`src/tcs_pkg.sv`:
```
// Contract
// - Writing ones to the set register sets those control bits; clear register shows them too.
// - Command field at bits 7:5, single-run bit 2, copy lock bit 1, direction bit 0.
// - A written command runs on the next prescaled kernel clock tick, not at once.
// - After a command has run, the command field reads back as zero.
// - Command zero does nothing; any nonzero command is queued for execution.
// - Command 1 starts, restarts or retriggers the counter; command 2 stops it.
// - Command 3 copies all buffered values into their active registers at once.
// - Command 4 snapshots the counter value so the bus side can read it.
// - Writing one to bit 2 enables single-run; writing zero leaves it alone.
// - Without single-run the counter wraps on overflow or underflow and keeps counting.
// - With single-run the counter wraps on the next overflow or underflow, then halts.
// - While the copy lock is set, hardware update events copy no buffered value.
// - Stopped flag sets when disabled, on stop command, or on single-run wrap.
package tcs_pkg;

  // ****************************************************************
  // Register map, byte addresses are four times the index
  // ****************************************************************
  localparam logic [7:0] TCS_IDX_CTRLA = 8'h00;
  localparam logic [7:0] TCS_IDX_CLR   = 8'h04;
  localparam logic [7:0] TCS_IDX_SET   = 8'h05;
  localparam logic [7:0] TCS_IDX_STAT  = 8'h0B;
  localparam logic [7:0] TCS_IDX_COUNT = 8'h14;
  localparam logic [7:0] TCS_IDX_PER   = 8'h1B;
  localparam logic [7:0] TCS_IDX_PBUF  = 8'h2F;
  localparam int         TCS_ADDR_W    = 12;

  // ****************************************************************
  // Field positions and reset values
  // ****************************************************************
  localparam int         TCS_DIR_BIT   = 0;
  localparam int         TCS_LOCK_BIT  = 1;
  localparam int         TCS_ONE_BIT   = 2;
  localparam int         TCS_CMD_LSB   = 5;
  localparam int         TCS_EN_BIT    = 1;
  localparam int         TCS_STOP_BIT  = 0;
  localparam int         TCS_PBV_BIT   = 3;
  localparam logic [7:0] TCS_CTRL_RST  = 8'h00;
  localparam logic [7:0] TCS_PER_RST   = 8'hFF;
  localparam logic [7:0] TCS_PRESC_RST = 8'h00;

  typedef enum logic [2:0] {
    TCS_CMD_NONE    = 3'h0,
    TCS_CMD_RETRIG  = 3'h1,
    TCS_CMD_STOP    = 3'h2,
    TCS_CMD_UPDATE  = 3'h3,
    TCS_CMD_SNAP    = 3'h4
  } tcs_cmd_e;

  // Control word carried between bus side and counter
  typedef struct packed {
    logic [2:0] cmd;
    logic       single_run;
    logic       buffer_copy_lock;
    logic       dir;
  } tcs_ctrl_s;

endpackage

```
`src/tcs_counter.sv`:
```
`timescale 1ns/100ps
// ****************************************************************
// Up/down counter core with wrap detection
// ****************************************************************
module tcs_counter #(
  parameter int W = 8
) (
  input  wire logic         pclk,
  input  wire logic         presetn,
  input  wire logic         step,
  input  wire logic         load,
  input  wire logic         dir,
  input  wire logic [W-1:0] top,
  output logic [W-1:0]      value,
  output logic              wrap
);

  // Load restarts from the end the direction begins at
  always_ff @(posedge pclk or negedge presetn) begin
    if (!presetn) begin
      value <= '0;
      wrap  <= 1'b0;
    end else if (load) begin
      value <= dir ? top : '0;
      wrap  <= 1'b0;
    end else if (step) begin
      wrap <= dir ? (value == '0) : (value >= top);
      if (dir) begin
        value <= (value == '0) ? top : value - W'(1);
      end else begin
        value <= (value >= top) ? '0 : value + W'(1);
      end
    end else begin
      wrap <= 1'b0;
    end
  end

endmodule // tcs_counter

```
`src/tcs_prescaler.sv`:
```
`timescale 1ns/100ps
// ****************************************************************
// Prescaled kernel tick: one pulse every div+1 cycles
// ****************************************************************
module tcs_prescaler #(
  parameter int W = 8
) (
  input  wire logic         pclk,
  input  wire logic         presetn,
  input  wire logic         enable,
  input  wire logic [W-1:0] div,
  output logic              tick
);

  logic [W-1:0] cnt;

  // Elaboration check on the divider width
  if (W < 1) begin : g_bad_w
    $error("tcs_prescaler: W must be positive");
  end

  // Free count while enabled, tick on reaching div
  always_ff @(posedge pclk or negedge presetn) begin
    if (!presetn) begin
      cnt  <= '0;
      tick <= 1'b0;
    end else if (!enable) begin
      cnt  <= '0;
      tick <= 1'b0;
    end else if (cnt >= div) begin
      cnt  <= '0;
      tick <= 1'b1;
    end else begin
      cnt  <= cnt + W'(1);
      tick <= 1'b0;
    end
  end

endmodule // tcs_prescaler

```
`src/tcs_top.sv`:
```
// Our own choice: the APB register port.
`timescale 1ns/100ps
// ****************************************************************
// Timer control set/clear logic with APB slave
// ****************************************************************
module tcs_top #(
  parameter int CW = 8
) (
  input  wire logic        pclk,
  input  wire logic        presetn,
  input  wire logic        psel,
  input  wire logic        penable,
  input  wire logic        pwrite,
  input  wire logic [11:0] paddr,
  input  wire logic [31:0] pwdata,
  input  wire logic [3:0]  pstrb,
  output logic [31:0]      prdata,
  output logic             pready,
  output logic             pslverr,
  output logic             running,
  output logic             wrap_pulse
);

  // ****************************************************************
  // Declarations
  // ****************************************************************
  tcs_pkg::tcs_ctrl_s ctrl;
  logic               enable;
  logic [7:0]         presc_div;
  logic [CW-1:0]      per;
  logic [CW-1:0]      per_buf;
  logic               per_buf_valid;
  logic [CW-1:0]      snapshot;
  logic               stopped;
  logic               tick;
  logic               cnt_load;
  logic               cnt_step;
  logic [CW-1:0]      cnt_value;
  logic               cnt_wrap;
  logic               wr_en;
  logic               rd_en;
  logic [9:0]         idx;
  logic               hit;
  logic               set_wr;
  logic               clr_wr;
  logic [7:0]         wbyte;
  logic               cmd_run;
  logic               do_update;
  logic [31:0]        next_prdata;

  // Elaboration check: the read mux packs a count into one 32-bit word
  if (CW < 1 || CW > 32) begin : g_bad_cw
    $error("tcs_top: CW must be 1..32");
  end

  // ****************************************************************
  // APB decode, word index is address divided by four
  // ****************************************************************
  assign idx    = paddr[11:2];
  assign wr_en  = psel && !penable && pwrite;
  assign rd_en  = psel && !penable && !pwrite;
  assign wbyte  = pstrb[0] ? pwdata[7:0] : 8'h00;
  assign set_wr = wr_en && hit && idx == 10'(tcs_pkg::TCS_IDX_SET);
  assign clr_wr = wr_en && hit && idx == 10'(tcs_pkg::TCS_IDX_CLR);

  // Mapped index check, anything else answers with pslverr
  always_comb begin
    case (idx)
      10'(tcs_pkg::TCS_IDX_CTRLA), 10'(tcs_pkg::TCS_IDX_CLR), 10'(tcs_pkg::TCS_IDX_SET),
      10'(tcs_pkg::TCS_IDX_STAT), 10'(tcs_pkg::TCS_IDX_COUNT), 10'(tcs_pkg::TCS_IDX_PER),
      10'(tcs_pkg::TCS_IDX_PBUF): hit = 1'b1;
      default:                    hit = 1'b0;
    endcase
  end

  // Registers act in the setup cycle so access phase always lasts one cycle
  always_ff @(posedge pclk or negedge presetn) begin
    if (!presetn) begin
      pready  <= 1'b0;
      pslverr <= 1'b0;
    end else begin
      pready  <= psel && !penable;
      pslverr <= psel && !penable && !hit;
    end
  end

  // ****************************************************************
  // Control bits: set register and clear register share one store
  // ****************************************************************
  always_ff @(posedge pclk or negedge presetn) begin
    if (!presetn) begin
      ctrl.dir              <= 1'b0;
      ctrl.buffer_copy_lock <= 1'b0;
      ctrl.single_run       <= 1'b0;
    end else if (set_wr) begin
      if (wbyte[tcs_pkg::TCS_DIR_BIT])  ctrl.dir <= 1'b1;
      if (wbyte[tcs_pkg::TCS_LOCK_BIT]) ctrl.buffer_copy_lock <= 1'b1;
      if (wbyte[tcs_pkg::TCS_ONE_BIT])  ctrl.single_run <= 1'b1;
    end else if (clr_wr) begin
      if (wbyte[tcs_pkg::TCS_DIR_BIT])  ctrl.dir <= 1'b0;
      if (wbyte[tcs_pkg::TCS_LOCK_BIT]) ctrl.buffer_copy_lock <= 1'b0;
      if (wbyte[tcs_pkg::TCS_ONE_BIT])  ctrl.single_run <= 1'b0;
    end
  end

  // Pending command, retired on the next kernel tick
  assign cmd_run = tick && ctrl.cmd != tcs_pkg::TCS_CMD_NONE;
  always_ff @(posedge pclk or negedge presetn) begin
    if (!presetn) begin
      ctrl.cmd <= 3'h0;
    end else if ((set_wr || clr_wr) && wbyte[tcs_pkg::TCS_CMD_LSB +: 3] != 3'h0) begin
      ctrl.cmd <= set_wr ? wbyte[tcs_pkg::TCS_CMD_LSB +: 3] : 3'h0;
    end else if (cmd_run || !enable) begin
      ctrl.cmd <= 3'h0;
    end
  end

  // ****************************************************************
  // Own control: enable, prescaler divide, period and buffer
  // ****************************************************************
  assign do_update = (cmd_run && ctrl.cmd == tcs_pkg::TCS_CMD_UPDATE) ||
                     (cnt_wrap && per_buf_valid && !ctrl.buffer_copy_lock);
  always_ff @(posedge pclk or negedge presetn) begin
    if (!presetn) begin
      enable        <= 1'b0;
      presc_div     <= tcs_pkg::TCS_PRESC_RST;
      per           <= CW'(tcs_pkg::TCS_PER_RST);
      per_buf       <= CW'(tcs_pkg::TCS_PER_RST);
      per_buf_valid <= 1'b0;
    end else begin
      if (wr_en && idx == 10'(tcs_pkg::TCS_IDX_CTRLA)) begin
        enable    <= pwdata[tcs_pkg::TCS_EN_BIT];
        presc_div <= pwdata[15:8];
      end
      if (wr_en && idx == 10'(tcs_pkg::TCS_IDX_PER)) per <= pwdata[CW-1:0];
      if (wr_en && idx == 10'(tcs_pkg::TCS_IDX_PBUF)) begin
        per_buf       <= pwdata[CW-1:0];
        per_buf_valid <= 1'b1;
      end else if (do_update) begin
        per           <= per_buf;
        per_buf_valid <= 1'b0;
      end else if (wr_en && idx == 10'(tcs_pkg::TCS_IDX_STAT) && ctrl.buffer_copy_lock &&
                   pwdata[tcs_pkg::TCS_PBV_BIT]) begin
        per_buf_valid <= 1'b0;
      end
    end
  end

  // ****************************************************************
  // Run state and counter
  // ****************************************************************
  tcs_prescaler #(
    .W (8)
  ) u_presc (
    .pclk    (pclk),
    .presetn (presetn),
    .enable  (enable),
    .div     (presc_div),
    .tick    (tick)
  );

  assign cnt_load = cmd_run && ctrl.cmd == tcs_pkg::TCS_CMD_RETRIG;
  // A single-run wrap must not step again while the stop flag lands
  assign cnt_step = tick && !stopped && !cnt_load && !(cnt_wrap && ctrl.single_run);

  tcs_counter #(
    .W (CW)
  ) u_cnt (
    .pclk    (pclk),
    .presetn (presetn),
    .step    (cnt_step),
    .load    (cnt_load),
    .dir     (ctrl.dir),
    .top     (per),
    .value   (cnt_value),
    .wrap    (cnt_wrap)
  );

  // Stopped flag; a wrap keeps running unless single-run is set
  always_ff @(posedge pclk or negedge presetn) begin
    if (!presetn) begin
      stopped <= 1'b1;
    end else if (!enable) begin
      stopped <= 1'b1;
    end else if (cmd_run && ctrl.cmd == tcs_pkg::TCS_CMD_STOP) begin
      stopped <= 1'b1;
    end else if (cnt_load) begin
      stopped <= 1'b0;
    end else if (cnt_wrap && ctrl.single_run) begin
      stopped <= 1'b1;
    end
  end

  // Snapshot only on request, so bus reads see a stable count
  always_ff @(posedge pclk or negedge presetn) begin
    if (!presetn) begin
      snapshot <= '0;
    end else if (cmd_run && ctrl.cmd == tcs_pkg::TCS_CMD_SNAP) begin
      snapshot <= cnt_value;
    end
  end

  // Status outputs; wrap without single-run just flags, counter continues
  always_ff @(posedge pclk or negedge presetn) begin
    if (!presetn) begin
      running    <= 1'b0;
      wrap_pulse <= 1'b0;
    end else begin
      running    <= enable && !stopped;
      wrap_pulse <= cnt_wrap;
    end
  end

  // ****************************************************************
  // Read mux, set and clear read back the same control byte
  // ****************************************************************
  always_comb begin
    next_prdata = 32'h0000_0000;
    case (idx)
      10'(tcs_pkg::TCS_IDX_CLR),
      10'(tcs_pkg::TCS_IDX_SET): begin
        next_prdata[7:0] = {ctrl.cmd, 2'b00, ctrl.single_run, ctrl.buffer_copy_lock, ctrl.dir};
      end
      10'(tcs_pkg::TCS_IDX_CTRLA): next_prdata[15:0] = {presc_div, 6'h00, enable, 1'b0};
      10'(tcs_pkg::TCS_IDX_STAT):  next_prdata[7:0] = {4'h0, per_buf_valid, 2'b00, stopped};
      10'(tcs_pkg::TCS_IDX_COUNT): next_prdata[CW-1:0] = snapshot;
      10'(tcs_pkg::TCS_IDX_PER):   next_prdata[CW-1:0] = per;
      10'(tcs_pkg::TCS_IDX_PBUF):  next_prdata[CW-1:0] = per_buf;
      default:                     next_prdata = 32'h0000_0000;
    endcase
  end

  always_ff @(posedge pclk or negedge presetn) begin
    if (!presetn) begin
      prdata <= 32'h0000_0000;
    end else if (rd_en) begin
      prdata <= next_prdata;
    end
  end

endmodule // tcs_top
```
`config.mk`:
```
export PLATFORM = sky130hd
export DESIGN_NAME = tcs_top
export DESIGN_NICKNAME = d
export VERILOG_FILES = /design/src/tcs_pkg.sv /design/src/tcs_counter.sv /design/src/tcs_prescaler.sv /design/src/tcs_top.sv
export SDC_FILE = /design/constraint.sdc
export NUM_CORES = 1
export LEC_CHECK = 0
export ABC_AREA = 1
export BUFFER_PORTS_ARGS = -buffer_cell sky130_fd_sc_hd__buf_4
export CAP_MARGIN = 10
export CORE_MARGIN = 4
export CORE_UTILIZATION = 50
export CTS_CLUSTER_SIZE = 40
export DETAILED_ROUTE_END_ITERATION = 6
export PLACE_DENSITY = 0.73
export SLEW_MARGIN = 10
export SYNTH_ARGS = -nofsm -noshare
export SYNTH_HDL_FRONTEND = slang
export SYNTH_SLANG_ARGS = --single-unit
```
`constraint.sdc`:
```
create_clock -name pclk -period 2.6 [get_ports pclk]
set_input_delay 0.78 -clock pclk [delete_from_list [all_inputs] [get_ports pclk]]
set_output_delay 0.78 -clock pclk [all_outputs]
set_load 0.02 [all_outputs]
```
-- After elaboration in Yosys (flattened, before gate mapping)
Index checks and enable logic that the tools add are counted.
W data, S select, Z words.
- input port bits: 53
- register bits after elaboration: 79
- output and inout port bits: 36
- order comparisons: 2
- mux-type cells: 38
- reduce and logical (&&, ||, !) cells: 50
- add/sub/neg operators: 3
- eq/ne operators: 11
- operator list (kind ; number):
    $mux W8 ; 13
    $pmux W8 S6 ; 1
    $logic_and A1 B1 Y1 ; 26
    $eq A10 B3 Y1 const B ; 2
    $eq A10 B5 Y1 const B ; 2
    $mux W1 ; 19
    $add A8 B1 Y8 const B ; 2
    $ge A8 B8 Y1 ; 2
    $mux W3 ; 5
    $eq A10 B4 Y1 const B ; 1
    $eq A10 B6 Y1 const B ; 1
    $logic_not A10 Y1 ; 1
    $reduce_bool A3 Y1 ; 3
    $logic_not A1 Y1 ; 8
    $logic_not A8 Y1 ; 1
    $sub A8 B1 Y8 const B ; 1
    $reduce_or A7 Y1 ; 1
    $eq A3 B2 Y1 const B ; 2
    $reduce_and A2 Y1 ; 3
    $reduce_bool A2 Y1 ; 3
    $ne A4 B1 Y1 const B ; 1
    $eq A3 B1 Y1 const B ; 1
    $eq A3 B3 Y1 const B ; 1
    $logic_or A1 B1 Y1 ; 3
    $reduce_or A2 Y1 ; 1

-- Logic depth before layout (Yosys ltp)
Gate-level depths: netlist of the first run.
- depth after elaboration: 9
- mapped depth: 12
- mapped depth without buffers: 12

-- Modules after synthesis
Synthesis of the first run repeated with hierarchy kept, for this count alone.
- cells, all modules: 698
- area total of the unflattened synthesis: 5252.5 um^2
- modules (own cells, without submodules) (module ; cells an instance ; area an instance (um^2) ; instances):
    tcs_top ; 416 ; 3390.8 ; 1
    tcs_counter ; 196 ; 1202.4 ; 1
    tcs_prescaler ; 86 ; 659.4 ; 1

-- Worst setup path before layout of the first run
OpenSTA, ideal clock, no wires.
- path kind: input port to flip-flop
- start point: in paddr[9]
- end point: reg, netlist name ctrl[0]
- slack: 880 ps
- path buffers: 0
- stages: 8
- arrival: 1603 ps
- setup time: 117 ps
- cells stage by stage: nor2_4 > nand3_4 > nor2_8 > nand2_4 > nor2_4 > nand3_1 > o21ai_1 > inv_1
- word-level cells in the longest chain between the ends: 7
- elaborated cells between the ends (all ways): 15
- ends and longest elaborated chain (element ; RTL line ; source):
    from (decl) ; tcs_top.sv:14 ; input wire logic [11:0] paddr,
    $eq A10 B3 Y1 (tied with other cells) ; tcs_top.sv:63, tcs_top.sv:68 ;
    $reduce_or A7 Y1 ; tcs_top.sv:68 ; case (idx)
    $mux W1 ; tcs_top.sv:68 ;
    $logic_and A1 B1 Y1 ; tcs_top.sv:63, tcs_top.sv:64 ;
    $logic_and A1 B1 Y1, on equally long branches ; tcs_top.sv:63, tcs_top.sv:64 ;
    $reduce_bool A2 Y1 (no source line) ; -- ;
    $reduce_and A2 Y1 (no source line) ; -- ;
Several ways; a longest one is shown, not always the timed one.
A chain may end at the register's enable or synchronous reset.

-- Worst setup path after layout of the first run
- start point: reg per[5]
- end point: reg u_cnt.value[0]
- word-level cells in the longest chain between the ends: 5
- ends and longest elaborated chain (element ; RTL line ; source):
    from (decl) ; tcs_top.sv:30 ; logic [CW-1:0] per;
    from (signal assigned) ; tcs_top.sv:127 ; per <= CW'(tcs_pkg::TCS_PER_RST);
    from (signal assigned) ; tcs_top.sv:135 ; if (wr_en && idx == 10'(tcs_pkg::TCS_IDX_PER)) per <= pwdata[CW-1:0];
    from (signal assigned) ; tcs_top.sv:140 ; per <= per_buf;
    $ge A8 B8 Y1 ; tcs_counter.sv:31 ; value <= (value >= top) ? '0 : value + W'(1);
    $mux W8 ; tcs_counter.sv:31 ;
    $mux W8 ; tcs_counter.sv:28 ; if (dir) begin
    $mux W8 ; tcs_counter.sv:26 ; end else if (step) begin
    $mux W8 ; tcs_counter.sv:23 ; end else if (load) begin
    to (signal assigned) ; tcs_counter.sv:24 ; value <= dir ? top : '0;
    to (signal assigned) ; tcs_counter.sv:29 ; value <= (value == '0) ? top : value - W'(1);
    to (signal assigned) ; tcs_counter.sv:31 ;
    to (decl) ; tcs_counter.sv:14 ; output logic [W-1:0] value,
Every way passes these cells. The select of a mux whose other input is x is not followed.

==> results of run 1 <==
==> worst max-delay path: cells and delay by family, from the launching register on <==
kind	cells	cell delay, ns
simple gates	5	0.76
compound gates	2	0.37
fa+ha+maj	1	0.32
buf+inv	1	0.10
flops	1	0.55
==> sequential cells by signal (all words and copies together) (netlist names) <==
signal / count
per: 8
running: 1
stopped: 1
u_presc.tick: 1
per_buf_valid: 1
per_buf: 8
u_cnt.value: 8
pready: 1
ctrl: 6
pslverr: 1
prdata: 16
u_presc.cnt: 8
presc_div: 8
snapshot: 8
enable: 1
wrap_pulse: 1
u_cnt.wrap: 1
==> through the flow <==
stage / utilization [%] / worst slack (ns) / instance area [um^2] / instances
floorplan: - / 0.880 / 5090 / 660
global placement: 55.7 / 0.421 / 5440 / 816
detailed placement: 55.7 / 0.394 / 5440 / 816
CTS: 57.6 / 0.500 / 5630 / 832
global route: 57.6 / 0.243 / 5630 / 832
finish: 57.6 / 0.453 / 5630 / 832
==> worst min-delay path by stage <==
stage / from / slack (ns) / endpoint / depth (start not counted)
2_1_floorplan: u_cnt.wrap / 0.37 / wrap_pulse / 0
3_3_place_gp: u_cnt.wrap / 0.41 / wrap_pulse / 0
3_5_place_dp: u_cnt.wrap / 0.41 / wrap_pulse / 0
4_1_cts: presetn / 0.38 / wrap_pulse / 1
5_1_grt: presetn / 0.40 / presc_div[0] / 1
6_report: presetn / 0.36 / u_presc.cnt[6] / 1
==> cells in the mapped netlist, drive strengths merged (4+ instances only) <==
master,instances,area (um^2)
inv,91,344
nand4,19,134
o32ai,4,35.0
buf,26,208
nand2,176,703
nor2,62,339
clkbuf,4,15.0
ha,20,250
dfrtp,62,1550
xor2,5,43.8
o22ai,5,31.3
nand3,56,340
nor3,5,47.5
dfstp,17,447
o21ai,53,299
a21oi,22,110
o31ai,8,60.1
==> layer usage <==
layer / wire (um) / GRT usage [%] / up-vias
li1: - / - / 2166
met1: 5990 / 35.0 / 2124
met2: 5470 / 33.8 / 179
met3: 946 / 3.70 / 20
met4: 221 / 7.03 / 0
met5: 0 / 0 / -
==> kinds of logic after synthesis <==
group,Yosys count,share of synthesized area (%)
DFF,79,39.7
and+or+nand+nor,321,31.5
xor gates and xnor gates,6,1.04
buffers and inverters,122,11.4
other,1,0.0746
AOI/OAI and AO/OA,96,11.3
adders and majority gates,20,4.98
==> area by class of cell <==
| type | instances | area share [%] |
|---|---|---|
| Clock buffer | 9 | 2.20 |
| Inverter | 92 | 6.20 |
| Clock inverter | 7 | 1.11 |
| Timing Repair Buffer | 53 | 7.29 |
| Sequential cell | 79 | 35.5 |
| Multi-Input combinational cell | 459 | 44.7 |
| Tap cell | 133 | 2.96 |
==> where the power goes <==
part	internal (mW)	switching [mW]
logic	0.0528	0.123
clock network	0.367	0.522
registers	1.23	0.00271
total	1.65	0.648
==> layout by cell type, fill, tap and decap left out, drive strengths merged <==
master | Yosys | layout
ha | 20 | 20
xnor2 | 1 | 1
nor2 | 62 | 62
o21ai | 53 | 53
dfstp | 17 | 17
a31o | 1 | 1
nand2b | 1 | 1
clkinv | 1 | 3
xor2 | 5 | 5
o2111ai | 1 | 1
a21oi | 22 | 22
dfrtp | 62 | 62
nor3 | 5 | 5
clkbuf | 4 | 9
clkinvlp | 0 | 1
o31ai | 8 | 8
nand4 | 19 | 19
o32ai | 4 | 4
nor4 | 1 | 1
nand3 | 56 | 56
o21bai | 1 | 1
nand3b | 1 | 1
buf | 26 | 53
a32oi | 1 | 1
nand2 | 176 | 176
conb | 1 | 16
o22ai | 5 | 5
inv | 91 | 95
==> results by group, run 1 <==
Outcome
  • Status: completed

Run
  • Max Cap Viol: 0

STA
  • Fmax achieved: 466 MHz
  • Tightest Pin Transition: 0.682 ns
  • Fin. Hold Viols: 0
  • RSZ-0062 raised after global routing: no
  • Period utilisation layout: 82.6%
  • Setup TNS: 0 ns
  • Final min period: 2.15 ns
  • Clock Skew: 0.00819 ns
  • Max Transition Viols Final: 0
  • Final setup vio count: 0
  • Slew HR: 54.5%
  • Worst hold margin: 0.362 ns

Route
  • DRC: 0
  • Antenna Nets Post-Route: 0
  • Via Count: 4489
  • DR pass1 iterations: 5
  • Vias per cell: 5.40
  • DR iter-0 viols: 298
  • Avg WL per Cell: 15.2 um
  • DRT Wirelength: 12.6 mm

Setup path
  • CP max-delay cell: dfstp_2
  • Worst R2R Start: per[5]
  • Launching element type of the critical path: flip-flop
  • CP most frequent cell: nand2_1
  • Reg2reg setup slack: 0.45 ns
  • Crit path kind: flip-flop to flip-flop
  • Worst r2r path cells: 9
  • Worst R2R End: u_cnt.value[0]
  • Crit path DAT: 2.45 ns
  • Setup crit end: u_cnt.value[0]
  • Worst Setup SP: per[5]
  • CP endpoint kind: flip-flop
  • Critical path, cell by cell: inv_1 -> ha_1 -> a21oi_1 -> nor2_1 -> nor2_1 -> nand2_1 -> o21ai_0 -> nand2_1 -> nand2_1
  • Critical-path maximum fanout: 5
  • Crit-path max cell delay: 0.55 ns
  • Req. time, crit path: 2.90 ns

Synth
  • Netlist cell types: 42
  • Gate Count Post-Synth: 645
  • Yosys warnings: 0
  • Sequential area share after synthesis: 39.7%
  • Main synth FF type: dfrtp_1
  • Post-synth EDFFs: 0
  • FF+latch count, synth: 79
  • Avg Inst Size Synth: 7.80 um^2
  • Post-synth ARST share: 100%
  • Mapped Area: 5030 um^2

Floorplan
  • Die area: 11700 um^2
  • Die width: 108 um
  • # rows: 36
  • Die height: 108 um
  • Initial Utilization: 51.5%
  • Io pins: 89
  • Core area: 9770 um^2

Clock tree
  • Post-CTS Setup Inserts: 0
  • Later-pin clock latency in the skew report: 0.36 ns
  • CTS tree: done
  • Clk buf depth: 2
  • Root buffer cell: clkbuf_8
  • Hold buffers post-CTS: 0
  • CTS clk-pin slew, worst paths: 0.09 ns
  • Post_cts resized: 0
  • H-tree lvl count: 3
  • Clock sink count: 79
  • Cts bufs inserted: 9

Power and ir drop
  • Tot Pwr: 2.30 mW
  • Pwr Density: 409 nW/um^2
  • Peak supply drop: 0.200 mV
  • Leak: 2.97 nW

Finish
  • Fin nets: 767
  • Multi-input gate area: 2520 um^2
  • P&R area growth vs syn: 11.9%
  • Inserted Diodes: 0
  • # fillers: 906
  • Share of post-route cells with drive strength above 1: 19.5%
  • Storage cell area: 2000 um^2

Placement
  • Routability cong.: 0.949
  • DPL Wire Length: 9.69 mm
  • I/O Buffers: 51

GRT
  • Maximum number of pins on one net before global-route repair: 43
  • Antenna violations before repair: 0
  • GRT Residual Overflow: 0
  • Total Routing Usage GR: 23.1%
  • Vias in the first global route: 4250
  • Global-route wire length before repair: 21.2 mm

Worst hold path
  • Min-delay worst type: input pin to async pin
No activity file was read; power rests on OpenSTA's default activity.
==> run 2: changes to the inputs <==
clock period = 2 ns   (was 2.6 ns; I/O delays follow)
==> run 2 against run 1 <==
Net effect:
- combinational power is 31% higher
- utilization is 1.3 points higher
- clock power is 36% higher
- register-to-register slack worse by 0.26 ns
- largest power group unchanged
==> results by group, run 2 (synthesis results as in run 1) <==
Outcome
  • Status: completed

GRT
  • Total Routing Usage GR: 22.5%
  • Maximum number of pins on one net before global-route repair: 35
  • GRT Residual Overflow: 0
  • Vias in the first global route: 4137
  • Global-route wire length before repair: 20.5 mm
  • Antenna violations before repair: 0

Clock tree
  • Later-pin clock latency in the skew report: 0.36 ns
  • CTS tree: done
  • Clk buf depth: 2
  • CTS clk-pin slew, worst paths: 0.09 ns
  • Clock sink count: 79
  • H-tree lvl count: 3
  • Root buffer cell: clkbuf_8
  • Cts bufs inserted: 9

STA
  • Fin. Hold Viols: 0
  • Fmax achieved: 552 MHz
  • Period utilisation layout: 90.6%
  • Slew HR: 50.1%
  • Final min period: 1.81 ns
  • Max Transition Viols Final: 0
  • Final setup vio count: 0
  • RSZ-0062 raised after global routing: no
  • Setup TNS: 0 ns
  • Clock Skew: 0.0113 ns
  • Tightest Pin Transition: 0.747 ns

Finish
  • Most frequent cells in the layout: nand2_1 (167), inv_1 (83), buf_4 (63)
  • Inserted Diodes: 0
  • P&R area growth vs syn: 14.3%
  • Largest register FFs: 16
  • Core Util, Final: 58.8%
  • Share of post-route cells with drive strength above 1: 21.0%
  • Top reg by flops: prdata
  • Commonest non-fill, non-tap cell in the layout: nand2_1
  • Fin nets: 779

Setup path
  • Crit path kind: flip-flop to flip-flop
  • Launching element type of the critical path: flip-flop
  • Req. time, crit path: 2.25 ns
  • Crit path DAT: 2.06 ns
  • Critical-path maximum fanout: 4
  • CP endpoint kind: flip-flop

Power and ir drop
  • Tot Pwr: 3.05 mW
  • Pwr Density: 531 nW/um^2
  • Peak supply drop: 0.580 mV
  • Leak: 3.03 nW

Run
  • Max Cap Viol: 0

Placement
  • DPL Wire Length: 9.71 mm
  • I/O Buffers: 51
  • Routability cong.: 0.911

Floorplan
  • Io pins: 89
  • Core area: 9770 um^2
  • # rows: 36
  • Die height: 108 um
  • Die area: 11700 um^2
  • Die width: 108 um
  • Initial Utilization: 51.5%

Route
  • DRT Wirelength: 12.3 mm
  • Via Count: 4446
  • DR iter-0 viols: 341
  • Antenna Nets Post-Route: 0
  • DR pass1 iterations: 5
  • DRC: 0
  • Vias per cell: 5.27
  • Avg WL per Cell: 14.6 um

Worst hold path
  • Min-delay worst type: input pin to async pin
-- run 2: changes by cell type in the layout (fill, tap and decap cells not counted), sizes merged --
cell / previous run / this run
bufinv: 0 / 1
buf: 53 / 65
inv: 95 / 93
clkinv: 3 / 1
clkinvlp: 1 / 4
-- run 2: power by group --
group	total, mW	internal (mW)	switching, mW
Combinational	0.230	0.0713	0.159
Clock	1.21	0.589	0.626
Sequential	1.61	1.60	0.00353
Total	3.05	2.26	0.788
-- run 2: metal layers --
| metal | part of all wire [%] | global-route usage (%) |
|---|---|---|
| met1 | 47 | 33.4 |
| met2 | 44 | 33.4 |
| met3 | 8.0 | 5.13 |
| met4 | 1.4 | 5.14 |
| met5 | 0 | 0 |
-- run 2: cell type report --
| cell class | instances | area (um^2) |
|---|---|---|
| clock buffer | 9 | 124 |
| tap | 133 | 166 |
| sequential | 79 | 2000 |
| fill | 896 | 4030 |
| timing repair buffer | 65 | 513 |
| inverter | 92 | 353 |
| clock inverter | 7 | 78.8 |
| multi-input combinational | 459 | 2520 |
-- run 2: worst paths after layout --
kind,from,end,slack [ns],cells past startpoint
min in group pclk,u_cnt.wrap,wrap_pulse,0.43,0
setup / recovery,per[1],u_cnt.value[1],0.19,12
max in group asynchronous,presetn,prdata[1],1.27,2
setup reg to reg,per[1],u_cnt.value[1],0.19,12
hold reg to reg,u_cnt.wrap,wrap_pulse,0.43,0
hold / removal,presetn,u_presc.cnt[6],0.15,1
-- run 2: critical path, stage by stage, from the launching register on --
cell,delay [ns]
dfstp_2,0.54
inv_1,0.11
ha_1,0.32
nand2_1,0.05
nand3_1,0.07
nand2_1,0.05
nand2_1,0.08
nand2_1,0.07
buf_4,0.15
nand3_1,0.06
o21ai_1,0.06
nand2_1,0.08
nand2_1,0.07
-- run 2: timing repair --
action / CTS / global route
endpoints found under the setup margin: 0 / 4
hold buffers: 0 / 0
gates resized for setup: 0 / 2
buffers inserted: 0 / 4
-- run 2: metrics by stage --
stage	hold WS, ns	instance area [um^2]	instances	worst slack, ns
3_5_place_dp	0.402	5510	824	0.0871
2_1_floorplan	0.304	5090	660	0.319
3_3_place_gp	0.413	5510	824	0.149
4_1_cts	0.143	5720	840	0.161
5_1_grt	0.151	5750	844	0.00599
6_report	0.146	5750	844	0.188
